===== config.mk =====
export PLATFORM = sky130hd
export DESIGN_NAME = fault_escalation_lockup
export DESIGN_NICKNAME = d
export VERILOG_FILES = /design/src/fault_pkg.sv /design/src/fault_escalation_lockup.sv
export SDC_FILE = /design/constraint.sdc
export NUM_CORES = 1
export LEC_CHECK = 0
export ABC_AREA = 1
export BUFFER_PORTS_ARGS = -buffer_cell sky130_fd_sc_hd__clkbuf_2
export CAP_MARGIN = 10
export CELL_PAD_IN_SITES_DETAIL_PLACEMENT = 1
export CELL_PAD_IN_SITES_GLOBAL_PLACEMENT = 1
export CORE_ASPECT_RATIO = 0.8
export CORE_UTILIZATION = 35
export DETAILED_ROUTE_END_ITERATION = 10
export GPL_ROUTABILITY_DRIVEN = 0
export GPL_TIMING_DRIVEN = 0
export PLACE_DENSITY_LB_ADDON = 0.1
export SYNTH_ARGS = -nofsm -noshare
export SYNTH_HDL_FRONTEND = slang
export SYNTH_SLANG_ARGS = --single-unit

===== constraint.sdc =====
create_clock -name core_clk -period 5.2 [get_ports core_clk]
set_input_delay 1.04 -clock core_clk [delete_from_list [all_inputs] [get_ports core_clk]]
set_output_delay 1.04 -clock core_clk [all_outputs]
set_load 0.01 [all_outputs]

===== src/fault_pkg.sv =====
// Package of register map, field layout and carrier types for the fault escalation unit
package fault_pkg;

  // ****************************************
  // Register byte offsets
  // ****************************************
  localparam logic [11:0] OFS_HARD_CAUSE = 12'h000;
  localparam logic [11:0] OFS_MEM_CAUSE = 12'h004;
  localparam logic [11:0] OFS_BUS_CAUSE = 12'h008;
  localparam logic [11:0] OFS_USAGE_CAUSE = 12'h00C;
  localparam logic [11:0] OFS_MEM_ADDR = 12'h010;
  localparam logic [11:0] OFS_BUS_ADDR = 12'h014;
  localparam logic [11:0] OFS_PRIORITY = 12'h018;
  localparam logic [11:0] OFS_ENABLES = 12'h01C;
  localparam logic [11:0] OFS_CORE_STATE = 12'h020;

  // ****************************************
  // Field positions
  // ****************************************
  localparam int HARD_VECTOR_BIT = 1;
  localparam int HARD_ESCALATED_BIT = 30;
  localparam int MEM_INSTR_BIT = 0;
  localparam int MEM_DATA_BIT = 1;
  localparam int MEM_POP_BIT = 3;
  localparam int MEM_PUSH_BIT = 4;
  localparam int MEM_ADDR_VALID_BIT = 7;
  localparam int BUS_PREFETCH_BIT = 0;
  localparam int BUS_PRECISE_BIT = 1;
  localparam int BUS_DEFERRED_BIT = 2;
  localparam int BUS_POP_BIT = 3;
  localparam int BUS_PUSH_BIT = 4;
  localparam int BUS_ADDR_VALID_BIT = 7;
  localparam int USE_UNKNOWN_BIT = 0;
  localparam int USE_BAD_STATE_BIT = 1;
  localparam int USE_BAD_RETURN_BIT = 2;
  localparam int USE_NO_COPROC_BIT = 3;
  localparam int USE_MISALIGN_BIT = 8;
  localparam int USE_ZERO_DIV_BIT = 9;
  localparam int PRI_MEM_LSB = 0;
  localparam int PRI_BUS_LSB = 8;
  localparam int PRI_USE_LSB = 16;
  localparam int EN_MEM_BIT = 0;
  localparam int EN_BUS_BIT = 1;
  localparam int EN_USE_BIT = 2;
  localparam int ST_LOCKED_BIT = 0;
  localparam int ST_LOCK_FROM_NMI_BIT = 1;
  localparam int ST_HARD_ACTIVE_BIT = 2;

  // ****************************************
  // Reset values
  // ****************************************
  localparam logic [31:0] RST_CAUSE = 32'h0000_0000;
  localparam logic [31:0] RST_ADDR = 32'h0000_0000;
  localparam logic [23:0] RST_PRIORITY = 24'h00_0000;
  localparam logic [2:0] RST_ENABLES = 3'h0;

  // Exception numbers of the fixed and configurable classes
  localparam logic [3:0] EXC_NMI = 4'h2;
  localparam logic [3:0] EXC_HARD = 4'h3;
  localparam logic [3:0] EXC_MEM = 4'h4;
  localparam logic [3:0] EXC_BUS = 4'h5;
  localparam logic [3:0] EXC_USAGE = 4'h6;
  localparam logic [3:0] EXC_NONE = 4'h0;

  // ****************************************
  // Carrier types
  // ****************************************
  typedef struct packed {
    logic vector_read_err;
    logic instr_violation;
    logic instr_no_execute;
    logic data_violation;
    logic push_violation;
    logic pop_violation;
    logic push_bus_err;
    logic pop_bus_err;
    logic prefetch_bus_err;
    logic precise_bus_err;
    logic deferred_bus_err;
    logic no_coprocessor;
    logic unknown_opcode;
    logic bad_isa_state;
    logic bad_return_value;
    logic misaligned_access;
    logic zero_divisor;
    logic [31:0] addr;
  } fault_report_t;

  typedef struct packed {
    logic active;
    logic [3:0] exc_num;
    logic [7:0] priority_level;
  } core_context_t;

  typedef struct packed {
    logic valid;
    logic [3:0] exc_num;
  } fault_take_t;

endpackage


===== src/fault_escalation_lockup.sv =====
// Fault classification, escalation and lockup unit with an AHB-Lite register slave
// How it works
// - Vector read bus error: hard fault, vector flag
// - Escalated configurable fault sets escalated flag
// - Fetch protection violation: mem fault, instruction flag
// - Load/store violation: mem fault, data flag
// - Push/pop violations: mem fault, separate flags
// - Push/pop bus errors: bus fault, separate flags
// - Prefetch bus error: bus fault, prefetch flag
// - Data bus error: precise or deferred flag
// - Coprocessor access: usage fault, no-coprocessor flag
// - Undefined opcode or bad state: usage flags
// - Bad return, misaligned, zero divide: own flags
// - No-execute fetch flags even without protection unit
// - Configurable priority and enable per fault class
// - Handler faulting same or lower priority escalates
// - Fault not above current priority escalates
// - Disabled handler fault escalates to hard fault
// - Bus fault pushing bus handler frame never escalates while bus fault enabled
// - Hard fault fixed priority below reset and NMI
// - Capture faulting address for data violations and precise bus errors only
// - Hard fault in NMI or hard handler locks up
// - Lockup holds until reset or NMI
// - Lockup from NMI handler released only by reset
// - Equal priority: lowest exception number first
`timescale 1ns/1ps
module fault_escalation_lockup #(
  parameter int PRIO_BITS = 8
) (
  input wire logic core_clk,
  input wire logic rstn,
  input wire logic hsel,
  input wire logic [31:0] haddr,
  input wire logic [1:0] htrans,
  input wire logic hwrite,
  input wire logic [2:0] hsize,
  input wire logic [31:0] hwdata,
  input wire logic hready,
  output logic [31:0] hrdata,
  output logic hreadyout,
  output logic hresp,
  input wire fault_pkg::fault_report_t report,
  input wire fault_pkg::core_context_t ctx,
  input wire logic nmi_request,
  output fault_pkg::fault_take_t take,
  output logic core_locked
);

  initial begin
    if (PRIO_BITS < 1 || PRIO_BITS > 8) begin
      $error("PRIO_BITS must lie in 1..8");
    end
  end

  // ****************************************
  // State
  // ****************************************
  typedef struct packed {
    logic [31:0] hard_cause;
    logic [31:0] mem_cause;
    logic [31:0] bus_cause;
    logic [31:0] usage_cause;
    logic [31:0] mem_addr;
    logic [31:0] bus_addr;
    logic [23:0] prio;
    logic [2:0] enables;
    logic locked;
    logic lock_from_nmi;
    logic wr_pend;
    logic [11:0] wr_addr;
    logic [31:0] rdata;
    fault_pkg::fault_take_t take;
  } state_t;

  state_t st_r;
  state_t st_nxt;

  // ****************************************
  // Combinational next state
  // ****************************************
  logic mem_ev;
  logic bus_ev;
  logic use_ev;
  logic [2:0] cls_ev;
  logic [2:0] cls_esc;
  logic [2:0] cls_take;
  logic vec_ev;
  logic hard_ev;
  logic [7:0] cur_pri;
  logic [7:0] cls_pri [3];
  logic [7:0] best_pri;
  logic [3:0] best_num;
  logic [31:0] clr;
  logic rd_ok;
  logic [11:0] a_ofs;
  logic in_nmi;
  logic in_hard;
  logic [7:0] pmask;

  always_comb begin
    st_nxt = st_r;
    pmask = 8'hFF << (8 - PRIO_BITS);
    mem_ev = report.instr_violation | report.instr_no_execute | report.data_violation
             | report.push_violation | report.pop_violation;
    bus_ev = report.push_bus_err | report.pop_bus_err | report.prefetch_bus_err
             | report.precise_bus_err | report.deferred_bus_err;
    use_ev = report.no_coprocessor | report.unknown_opcode | report.bad_isa_state
             | report.bad_return_value | report.misaligned_access | report.zero_divisor;
    cls_ev = {use_ev, bus_ev, mem_ev};
    vec_ev = report.vector_read_err;
    in_nmi = ctx.active && ctx.exc_num == fault_pkg::EXC_NMI;
    in_hard = ctx.active && ctx.exc_num == fault_pkg::EXC_HARD;
    // Thread mode has the lowest priority, so only disabled classes or classes at the lowest level escalate there
    cur_pri = ctx.active ? ctx.priority_level : 8'hFF;
    // Negative priorities of NMI and hard fault sit above every configurable class
    for (int i = 0; i < 3; i++) begin
      cls_pri[i] = st_r.prio[8*i +: 8] & pmask;
      cls_esc[i] = cls_ev[i] && (!st_r.enables[i]
                   || in_nmi || in_hard
                   || !(cls_pri[i] < (cur_pri & pmask)));
    end
    // Push of the bus handler's own frame keeps the bus fault unescalated
    if (report.push_bus_err && ctx.exc_num == fault_pkg::EXC_BUS && st_r.enables[1]) begin
      cls_esc[1] = 1'b0;
    end
    cls_take = cls_ev & ~cls_esc;
    hard_ev = vec_ev | (|cls_esc);

    // Sticky flags: set wins over a software clear in the same cycle
    clr = 32'h0000_0000;
    if (st_r.wr_pend) begin
      clr = hwdata;
      case (st_r.wr_addr)
        fault_pkg::OFS_HARD_CAUSE: st_nxt.hard_cause = st_r.hard_cause & ~clr;
        fault_pkg::OFS_MEM_CAUSE: st_nxt.mem_cause = st_r.mem_cause & ~clr;
        fault_pkg::OFS_BUS_CAUSE: st_nxt.bus_cause = st_r.bus_cause & ~clr;
        fault_pkg::OFS_USAGE_CAUSE: st_nxt.usage_cause = st_r.usage_cause & ~clr;
        fault_pkg::OFS_PRIORITY: st_nxt.prio = hwdata[23:0];
        fault_pkg::OFS_ENABLES: st_nxt.enables = hwdata[2:0];
        default: st_nxt.rdata = st_r.rdata;
      endcase
    end

    if (!st_r.locked) begin
      st_nxt.hard_cause[fault_pkg::HARD_VECTOR_BIT] |= vec_ev;
      st_nxt.hard_cause[fault_pkg::HARD_ESCALATED_BIT] |= |cls_esc;
      st_nxt.mem_cause[fault_pkg::MEM_INSTR_BIT] |=
        report.instr_violation | report.instr_no_execute;
      st_nxt.mem_cause[fault_pkg::MEM_DATA_BIT] |= report.data_violation;
      st_nxt.mem_cause[fault_pkg::MEM_PUSH_BIT] |= report.push_violation;
      st_nxt.mem_cause[fault_pkg::MEM_POP_BIT] |= report.pop_violation;
      st_nxt.bus_cause[fault_pkg::BUS_PUSH_BIT] |= report.push_bus_err;
      st_nxt.bus_cause[fault_pkg::BUS_POP_BIT] |= report.pop_bus_err;
      st_nxt.bus_cause[fault_pkg::BUS_PREFETCH_BIT] |= report.prefetch_bus_err;
      st_nxt.bus_cause[fault_pkg::BUS_PRECISE_BIT] |= report.precise_bus_err;
      st_nxt.bus_cause[fault_pkg::BUS_DEFERRED_BIT] |= report.deferred_bus_err;
      st_nxt.usage_cause[fault_pkg::USE_NO_COPROC_BIT] |= report.no_coprocessor;
      st_nxt.usage_cause[fault_pkg::USE_UNKNOWN_BIT] |= report.unknown_opcode;
      st_nxt.usage_cause[fault_pkg::USE_BAD_STATE_BIT] |= report.bad_isa_state;
      st_nxt.usage_cause[fault_pkg::USE_BAD_RETURN_BIT] |= report.bad_return_value;
      st_nxt.usage_cause[fault_pkg::USE_MISALIGN_BIT] |= report.misaligned_access;
      st_nxt.usage_cause[fault_pkg::USE_ZERO_DIV_BIT] |= report.zero_divisor;
      // Only precise data faults carry a meaningful address
      if (report.data_violation) begin
        st_nxt.mem_addr = report.addr;
        st_nxt.mem_cause[fault_pkg::MEM_ADDR_VALID_BIT] = 1'b1;
      end
      if (report.precise_bus_err) begin
        st_nxt.bus_addr = report.addr;
        st_nxt.bus_cause[fault_pkg::BUS_ADDR_VALID_BIT] = 1'b1;
      end
    end

    // Handler selection: hard fault first, then lowest priority value, ties to lowest number
    best_pri = 8'hFF;
    best_num = fault_pkg::EXC_NONE;
    for (int i = 0; i < 3; i++) begin
      if (cls_take[i] && (best_num == fault_pkg::EXC_NONE || cls_pri[i] < best_pri)) begin
        best_pri = cls_pri[i];
        best_num = fault_pkg::EXC_MEM + 4'(i);
      end
    end
    st_nxt.take.valid = 1'b0;
    st_nxt.take.exc_num = fault_pkg::EXC_NONE;
    if (!st_r.locked) begin
      if (hard_ev && (in_nmi || in_hard)) begin
        st_nxt.locked = 1'b1;
        st_nxt.lock_from_nmi = in_nmi;
      end else if (hard_ev) begin
        st_nxt.take.valid = 1'b1;
        st_nxt.take.exc_num = fault_pkg::EXC_HARD;
      end else if (best_num != fault_pkg::EXC_NONE) begin
        st_nxt.take.valid = 1'b1;
        st_nxt.take.exc_num = best_num;
      end
    end else if (nmi_request && !st_r.lock_from_nmi) begin
      st_nxt.locked = 1'b0;
      st_nxt.take.valid = 1'b1;
      st_nxt.take.exc_num = fault_pkg::EXC_NMI;
    end

    // ****************************************
    // AHB-Lite slave, zero wait states
    // ****************************************
    a_ofs = {haddr[11:2], 2'b00};
    rd_ok = hsel && hready && htrans[1] && !hwrite;
    st_nxt.wr_pend = hsel && hready && htrans[1] && hwrite;
    st_nxt.wr_addr = a_ofs;
    if (rd_ok) begin
      case (a_ofs)
        fault_pkg::OFS_HARD_CAUSE: st_nxt.rdata = st_r.hard_cause;
        fault_pkg::OFS_MEM_CAUSE: st_nxt.rdata = st_r.mem_cause;
        fault_pkg::OFS_BUS_CAUSE: st_nxt.rdata = st_r.bus_cause;
        fault_pkg::OFS_USAGE_CAUSE: st_nxt.rdata = st_r.usage_cause;
        fault_pkg::OFS_MEM_ADDR: st_nxt.rdata = st_r.mem_addr;
        fault_pkg::OFS_BUS_ADDR: st_nxt.rdata = st_r.bus_addr;
        fault_pkg::OFS_PRIORITY: st_nxt.rdata = {8'h00, st_r.prio};
        fault_pkg::OFS_ENABLES: st_nxt.rdata = {29'h0000_0000, st_r.enables};
        fault_pkg::OFS_CORE_STATE: st_nxt.rdata = {29'h0000_0000, in_hard,
                                                  st_r.lock_from_nmi, st_r.locked};
        default: st_nxt.rdata = 32'h0000_0000;
      endcase
    end else begin
      st_nxt.rdata = 32'h0000_0000;
    end
  end

  // ****************************************
  // Registers
  // ****************************************
  always_ff @(posedge core_clk or negedge rstn) begin
    if (!rstn) begin
      st_r <= '{hard_cause: fault_pkg::RST_CAUSE, mem_cause: fault_pkg::RST_CAUSE,
                bus_cause: fault_pkg::RST_CAUSE, usage_cause: fault_pkg::RST_CAUSE,
                mem_addr: fault_pkg::RST_ADDR, bus_addr: fault_pkg::RST_ADDR,
                prio: fault_pkg::RST_PRIORITY, enables: fault_pkg::RST_ENABLES,
                locked: 1'b0, lock_from_nmi: 1'b0, wr_pend: 1'b0, wr_addr: 12'h000,
                rdata: 32'h0000_0000, take: '0};
    end else begin
      st_r <= st_nxt;
    end
  end

  assign hrdata = st_r.rdata;
  assign hreadyout = 1'b1;
  assign hresp = 1'b0;
  assign take = st_r.take;
  assign core_locked = st_r.locked;

endmodule


==> results of run 1 <==
[repair_timing]
action	CTS	global route
buffers inserted	0	5
pin swaps	0	6
endpoints found under the hold margin	0	0
endpoints found under the setup margin	1	2
gates resized for setup	2	24
[area by class of cell]
cell class	instances	area, sq um
Clock inverter	20	235.2
Tap cell	472	590.6
Timing Repair Buffer	154	839.6
Fill cell	4173	19850
Inverter	246	930.9
Clock buffer	36	824.5
Sequential cell	268	6706
Buffer	94	508.0
Multi-Input combinational cell	783	4245
[report_power, final]
part           internal, mW  switching [mW]  total [mW]
Combinational         0.114           0.262       0.376
Sequential             2.17          0.0556        2.22
Clock                  1.38           0.923        2.30
[through the flow]
step                      hold WS, ns  instances  setup WS, ns  area [sq um]
after floorplan                0.4530       1391        0.7152         12320
after global placement         0.4657       2010        -2.990         13650
after detailed placement       0.4734       2012       -0.6124         13710
after CTS                      0.4893       2068       0.02305         14770
after global routing           0.5129       2073       0.03418         14880
final                          0.4854       2073        0.3378         14880
[worst min path at each step]
| stage | start | endpoint | slack (ns) |
|---|---|---|---|
| after floorplan | st_r[52]$_DFFE_PN0P_ | st_r[52]$_DFFE_PN0P_ | 0.45 |
| after detailed placement | st_r[122]$_DFFE_PN0P_ | st_r[122]$_DFFE_PN0P_ | 0.47 |
| after global placement | st_r[53]$_DFFE_PN0P_ | st_r[53]$_DFFE_PN0P_ | 0.47 |
| final | st_r[122]$_DFFE_PN0P_ | st_r[122]$_DFFE_PN0P_ | 0.49 |
| after global routing | st_r[105]$_DFFE_PN0P_ | st_r[105]$_DFFE_PN0P_ | 0.51 |
| after CTS | st_r[122]$_DFFE_PN0P_ | st_r[122]$_DFFE_PN0P_ | 0.49 |
[kinds of logic after synthesis]
kind of cell	after synthesis	synth area share
flip-flops	268	0.5445
AND/OR/NAND/NOR	391	0.1352
adder cells (fa/ha/maj)	30	0.03038
AO/OA/AOI/OAI	359	0.1733
other	2	0.0006098
buffers and inverters	340	0.1159
[flip-flops by register name, indices dropped and copies added (netlist names)]
| signal | cells |
|---|---|
| cls_pri | 24 |
| take | 4 |
| st_r | 207 |
| hrdata | 32 |
| core_locked | 1 |
[critical path, delay by kind of cell]
family | cells | cell delay [ns]
AOI/OAI and AO/OA | 7 | 0.87
buffers and inverters | 6 | 0.97
and+or+nand+nor | 15 | 1.63
adders and majority gates | 3 | 0.77
[placed cells by master, fill, tap and decap left out, types with 28 or more instances in the layout]
| master | Yosys | routed |
|---|---|---|
| o21ai_0 | 219 | 218 |
| a21oi_1 | 29 | 29 |
| buf_4 | 39 | 44 |
| nand3_1 | 28 | 28 |
| inv_1 | 241 | 239 |
| nor2_1 | 48 | 38 |
| clkbuf_2 | 0 | 145 |
| clkbuf_1 | 51 | 52 |
| nand2_1 | 266 | 266 |
| ha_1 | 29 | 29 |
| clkbuf_16 | 0 | 31 |
| dfrtp_1 | 268 | 268 |
[layer usage]
metal	global-route usage	part of all wire	routed length [um]
met3	0.04700	0.060	2891
met5	0	0	0
met2	0.4246	0.45	21540
met4	0.06742	0.024	1156
met1	0.4005	0.47	22580
==> results.ini, run 1 <==
[synth]
synth_most_common_cell = dfrtp_1
synthCells = 1390
avgSynthCellArea_sq_um = 8.860
synth_top_cell_by_area = dfrtp_1
synth_edf_count = 0
synthArstFlopShare = 1.000
ys_warn_count = 0
yosysTopAreaCellShare = 0.5445
ys_seq_elements = 268
yosysUniqueCellTypes = 50
synth_area_sq_um = 12320
synth.area.top_cells = dfrtp_1 (54%), o21ai_0 (8.9%), nand2_1 (8.1%)
netlist_top_cells_count = dfrtp_1 (268), nand2_1 (266), inv_1 (241), o21ai_0 (219), clkbuf_1 (51)
synth_ff_type = dfrtp_1
ys_seq_area_frac = 0.5445

[flow_run]
max_cap_violations = 0

[timing]
tns_ns = 0
fmax_mhz = 205.7
period_minus_slack_ns = 4.862
max-slew-margin-rel = 0.1678
hold_viol_final = 0
timing.final.crit_share = 0.9350
rsz0062_at_grt = no
report.final.slew_viol_count = 0
fin_skew_ns = 0.01559
setup_viol = 0
worst_slew_pin_slew_ns = 1.242

[finish]
final_core_util = 0.4285
antenna_cells = 0
drive_above_1_share = 0.1824
nets = 1743
area_growth_pct = 20.83

[setup_path]
crit_top_cell = nand2_1
rr_endpoint = take[0]$_DFF_PN0_
path_max_fanout = 10
cp_slowest_cell = ha_1
endpoint = take[0]$_DFF_PN0_
crit_start = ctx[12]
r2r_start = cls_pri[21]$_DFFE_PN0P_
end_kind = flip-flop
timing.reg2reg.setup_slack_ns = 0.83
crit_type = input pin to flip-flop
r2r_cells = 26
slowest_delay_ns = 0.26
cp.arrival_ns = 5.30
critPathLaunchType = input pin
cp.required_ns = 5.64

[placement]
portBuffers = 147
dp_hpwl_mm = 34.26

[grt]
grt_pass1_vias = 11070
antenna_found_initial = 0
grt_first_pass_wirelength_mm = 71.68
grt_start_max_net_pins = 105
track_usage = 0.2754
grt_overflow = 0

[detailed_routing]
dr.first_iter.drc_count = 697
drc_errors = 0
dr_total_vias = 10750
wl_per_cell_um = 23.24
ant_nets = 0
firstDrtPassIters = 5
avgViaCountPerCell = 5.184
wl_mm = 48.17

[clock_tree]
cts_made_buffers = 30
cts.sinks = 268
cts_buffer_depth = 3
insertion_delay_ns = 0.58
root_buffer = clkbuf_16
cts_tree = done
cts.clk_slew.worst_paths_ns = 0.06
ctsHoldBuffers = 0
htreeDepth = 1

[die]
die_h_um = 169.8
die_x_um = 211.7
core_sq_um = 34730
die_area_sq_um = 35950
rows = 61
io_pins = 177
initial_core_util = 0.3546

[min_path]
holdPathStages = 2
min_path_type = flip-flop to flip-flop

[pwr]
leakage_nw = 8.165
p_total_mw = 4.898
ir_drop_mv = 0.2296
p_per_area_nw_per_um2 = 329.2

[run_status]
status = complete, no violations

(Power assumes the default switching activity.)
==> inputs of run 2 (changes only) <==
--- a/config.mk
+++ b/config.mk
@@ -10,7 +10,6 @@
 export CAP_MARGIN = 10
 export CELL_PAD_IN_SITES_DETAIL_PLACEMENT = 1
 export CELL_PAD_IN_SITES_GLOBAL_PLACEMENT = 1
-export CORE_ASPECT_RATIO = 0.8
 export CORE_UTILIZATION = 35
 export DETAILED_ROUTE_END_ITERATION = 10
 export GPL_ROUTABILITY_DRIVEN = 0
==> results.ini, run 2 (synthesis results as in run 1) <==
[run_status]
status = complete, no violations

[timing]
max-slew-margin-rel = 0.1395  ; -0.02829
worst_slew_pin_slew_ns = 1.291  ; +0.04920 ns
fmax_mhz = 209.0  ; +1.6%
period_minus_slack_ns = 4.784  ; -0.07850 ns
hold_viol_final = 0  ; unchanged
timing.final.crit_share = 0.9199  ; -0.01510
rsz0062_at_grt = no
report.final.slew_viol_count = 0  ; unchanged
fin_skew_ns = 0.02411  ; +0.008519 ns
setup_viol = 0  ; unchanged

[finish]
drive_above_1_share = 0.1729  ; -0.009454
nets = 1738  ; -0.29%
fillers = 4135  ; -0.91%
area_growth_pct = 19.83
top_register = st_r
final_cell_mix = dfrtp_1 (268), nand2_1 (266), inv_1 (240)
antenna_cells = 0  ; unchanged
final_core_util = 0.4272  ; -0.001268
layout_commonest_cell = dfrtp_1
largest_reg_flops = 207  ; unchanged
ff_latch_area_sq_um = 6706  ; unchanged
multiInputGateArea_sq_um = 4218  ; -0.65%

[detailed_routing]
dr_total_vias = 10530  ; -2.0%
firstDrtPassIters = 5  ; unchanged
dr.first_iter.drc_count = 631  ; -9.5%
ant_nets = 0  ; unchanged
drc_errors = 0  ; unchanged
avgViaCountPerCell = 5.136  ; -0.94%
wl_per_cell_um = 22.63  ; -2.6%
wl_mm = 46.41  ; -3.6%

[pwr]
leakage_nw = 8.116  ; -0.61%
clkPwrFrac = 0.462  ; -0.008
switchingPower_mw = 1.203  ; -3.0%
p_total_mw = 4.789  ; -2.2%
p_per_area_nw_per_um2 = 324.5  ; -1.4%
seqPwrFrac = 0.463  ; +0.009
intPower_mw = 3.586  ; -2.0%
ir_drop_mv = 0.2617  ; +14%
swShare = 0.2512  ; -0.002019
combPwrFrac = 0.074  ; -0.003

[setup_path]
cp.arrival_ns = 5.20  ; -0.10 ns
critPathLaunchType = input pin
crit_top_cell = nand2_1
r2r_cells = 26  ; unchanged
path_max_fanout = 16  ; +6
cp.required_ns = 5.62  ; -0.02 ns
end_kind = flip-flop
cp_slowest_cell = ha_1
slowest_delay_ns = 0.30  ; +0.04 ns
crit_type = input pin to flip-flop

[clock_tree]
cts_tree = done
cts.clk_slew.worst_paths_ns = 0.06  ; about the same
cts_buffer_depth = 3  ; unchanged
cts_made_buffers = 30  ; unchanged
htreeDepth = 1  ; unchanged
cts.sinks = 268  ; unchanged
root_buffer = clkbuf_16
ctsHoldBuffers = 0  ; unchanged
insertion_delay_ns = 0.57  ; about the same

[die]
die_h_um = 189.6  ; +12%
die_area_sq_um = 35940  ; about the same
io_pins = 177  ; unchanged
initial_core_util = 0.3565  ; +0.001888
rows = 68  ; +11%
core_sq_um = 34540  ; -0.53%
die_x_um = 189.6  ; -10%

[grt]
grt_start_max_net_pins = 108  ; +2.9%
grt_overflow = 0  ; unchanged
grt_pass1_vias = 11220  ; +1.4%
track_usage = 0.2650  ; -0.01039
antenna_found_initial = 0  ; unchanged
grt_first_pass_wirelength_mm = 70.44  ; -1.7%

[flow_run]
max_cap_violations = 0  ; unchanged

[placement]
dp_hpwl_mm = 33.48  ; -2.3%
portBuffers = 147  ; unchanged

[min_path]
min_path_type = input pin to async pin

## run 2: area by class of cell
class / instances / area share
Buffer: 93 / 0.03391
Clock buffer: 43 / 0.05892
Clock inverter: 13 / 0.01085
Inverter: 246 / 0.06282
Multi-Input combinational cell: 783 / 0.2858
Sequential cell: 268 / 0.4544
Tap cell: 455 / 0.03858
Timing Repair Buffer: 150 / 0.05468
## run 2: per-layer routing
metal  part of all wire  GRT usage  vias to the layer above
met2               0.47     0.4417                      284
li1                   -          -                     4870
met3              0.042    0.03173                       70
met1               0.46     0.3600                     5309
met5                  0          0                        -
met4              0.030    0.08127                        0
## run 2: critical path, delay by kind of cell
family	cells	cell delay (ns)
adder cells (fa/ha/maj)	3	0.84
AND/OR/NAND/NOR	16	1.75
buffers and inverters	3	0.64
AO/OA/AOI/OAI	7	0.92
## run 2: worst paths after layout
check / from / endpoint / slack (ns)
worst max-delay path: ctx[12] / take[0]$_DFF_PN0_ / 0.42
worst min-delay path: rstn / st_r[47]$_DFF_PN0_ / 0.48
worst max register to register: cls_pri[21]$_DFFE_PN0P_ / take[0]$_DFF_PN0_ / 0.97
worst min register to register: st_r[130]$_DFFE_PN0P_ / st_r[130]$_DFFE_PN0P_ / 0.49
max in group asynchronous: rstn / hrdata[10]$_DFF_PN0_ / 3.27
min in group core_clk: st_r[130]$_DFFE_PN0P_ / st_r[130]$_DFFE_PN0P_ / 0.49
## run 2: power by group through the flow
stage | logic, mW | registers (mW) | clock network, mW
4_1_cts | 0.359 | 2.22 | 2.26
2_1_floorplan | 0.166 | 2.24 | 0
3_3_place_gp | 0.344 | 2.26 | 0
5_1_grt | 0.407 | 2.23 | 2.32
6_report | 0.357 | 2.22 | 2.21
3_5_place_dp | 0.358 | 2.26 | 0
## run 2: what timing repair did
action	CTS	global route
resized for setup	0	10
buffers inserted	0	1
endpoints found under the setup margin	0	2
## run 2: metrics by stage
step | cell area (sq um) | hold slack (ns) | TNS, ns | std cells | worst slack (ns)
CTS | 14720 | 0.4896 | 0 | 2051 | 0.1306
floorplan | 12320 | 0.4530 | 0 | 1391 | 0.7152
global route | 14760 | 0.5093 | 0 | 2051 | 0.01875
global placement | 13620 | 0.4661 | -780.62 | 1993 | -2.948
detailed placement | 13690 | 0.4740 | -0.8231 | 1995 | -0.4415
finish | 14760 | 0.4772 | 0 | 2051 | 0.4163
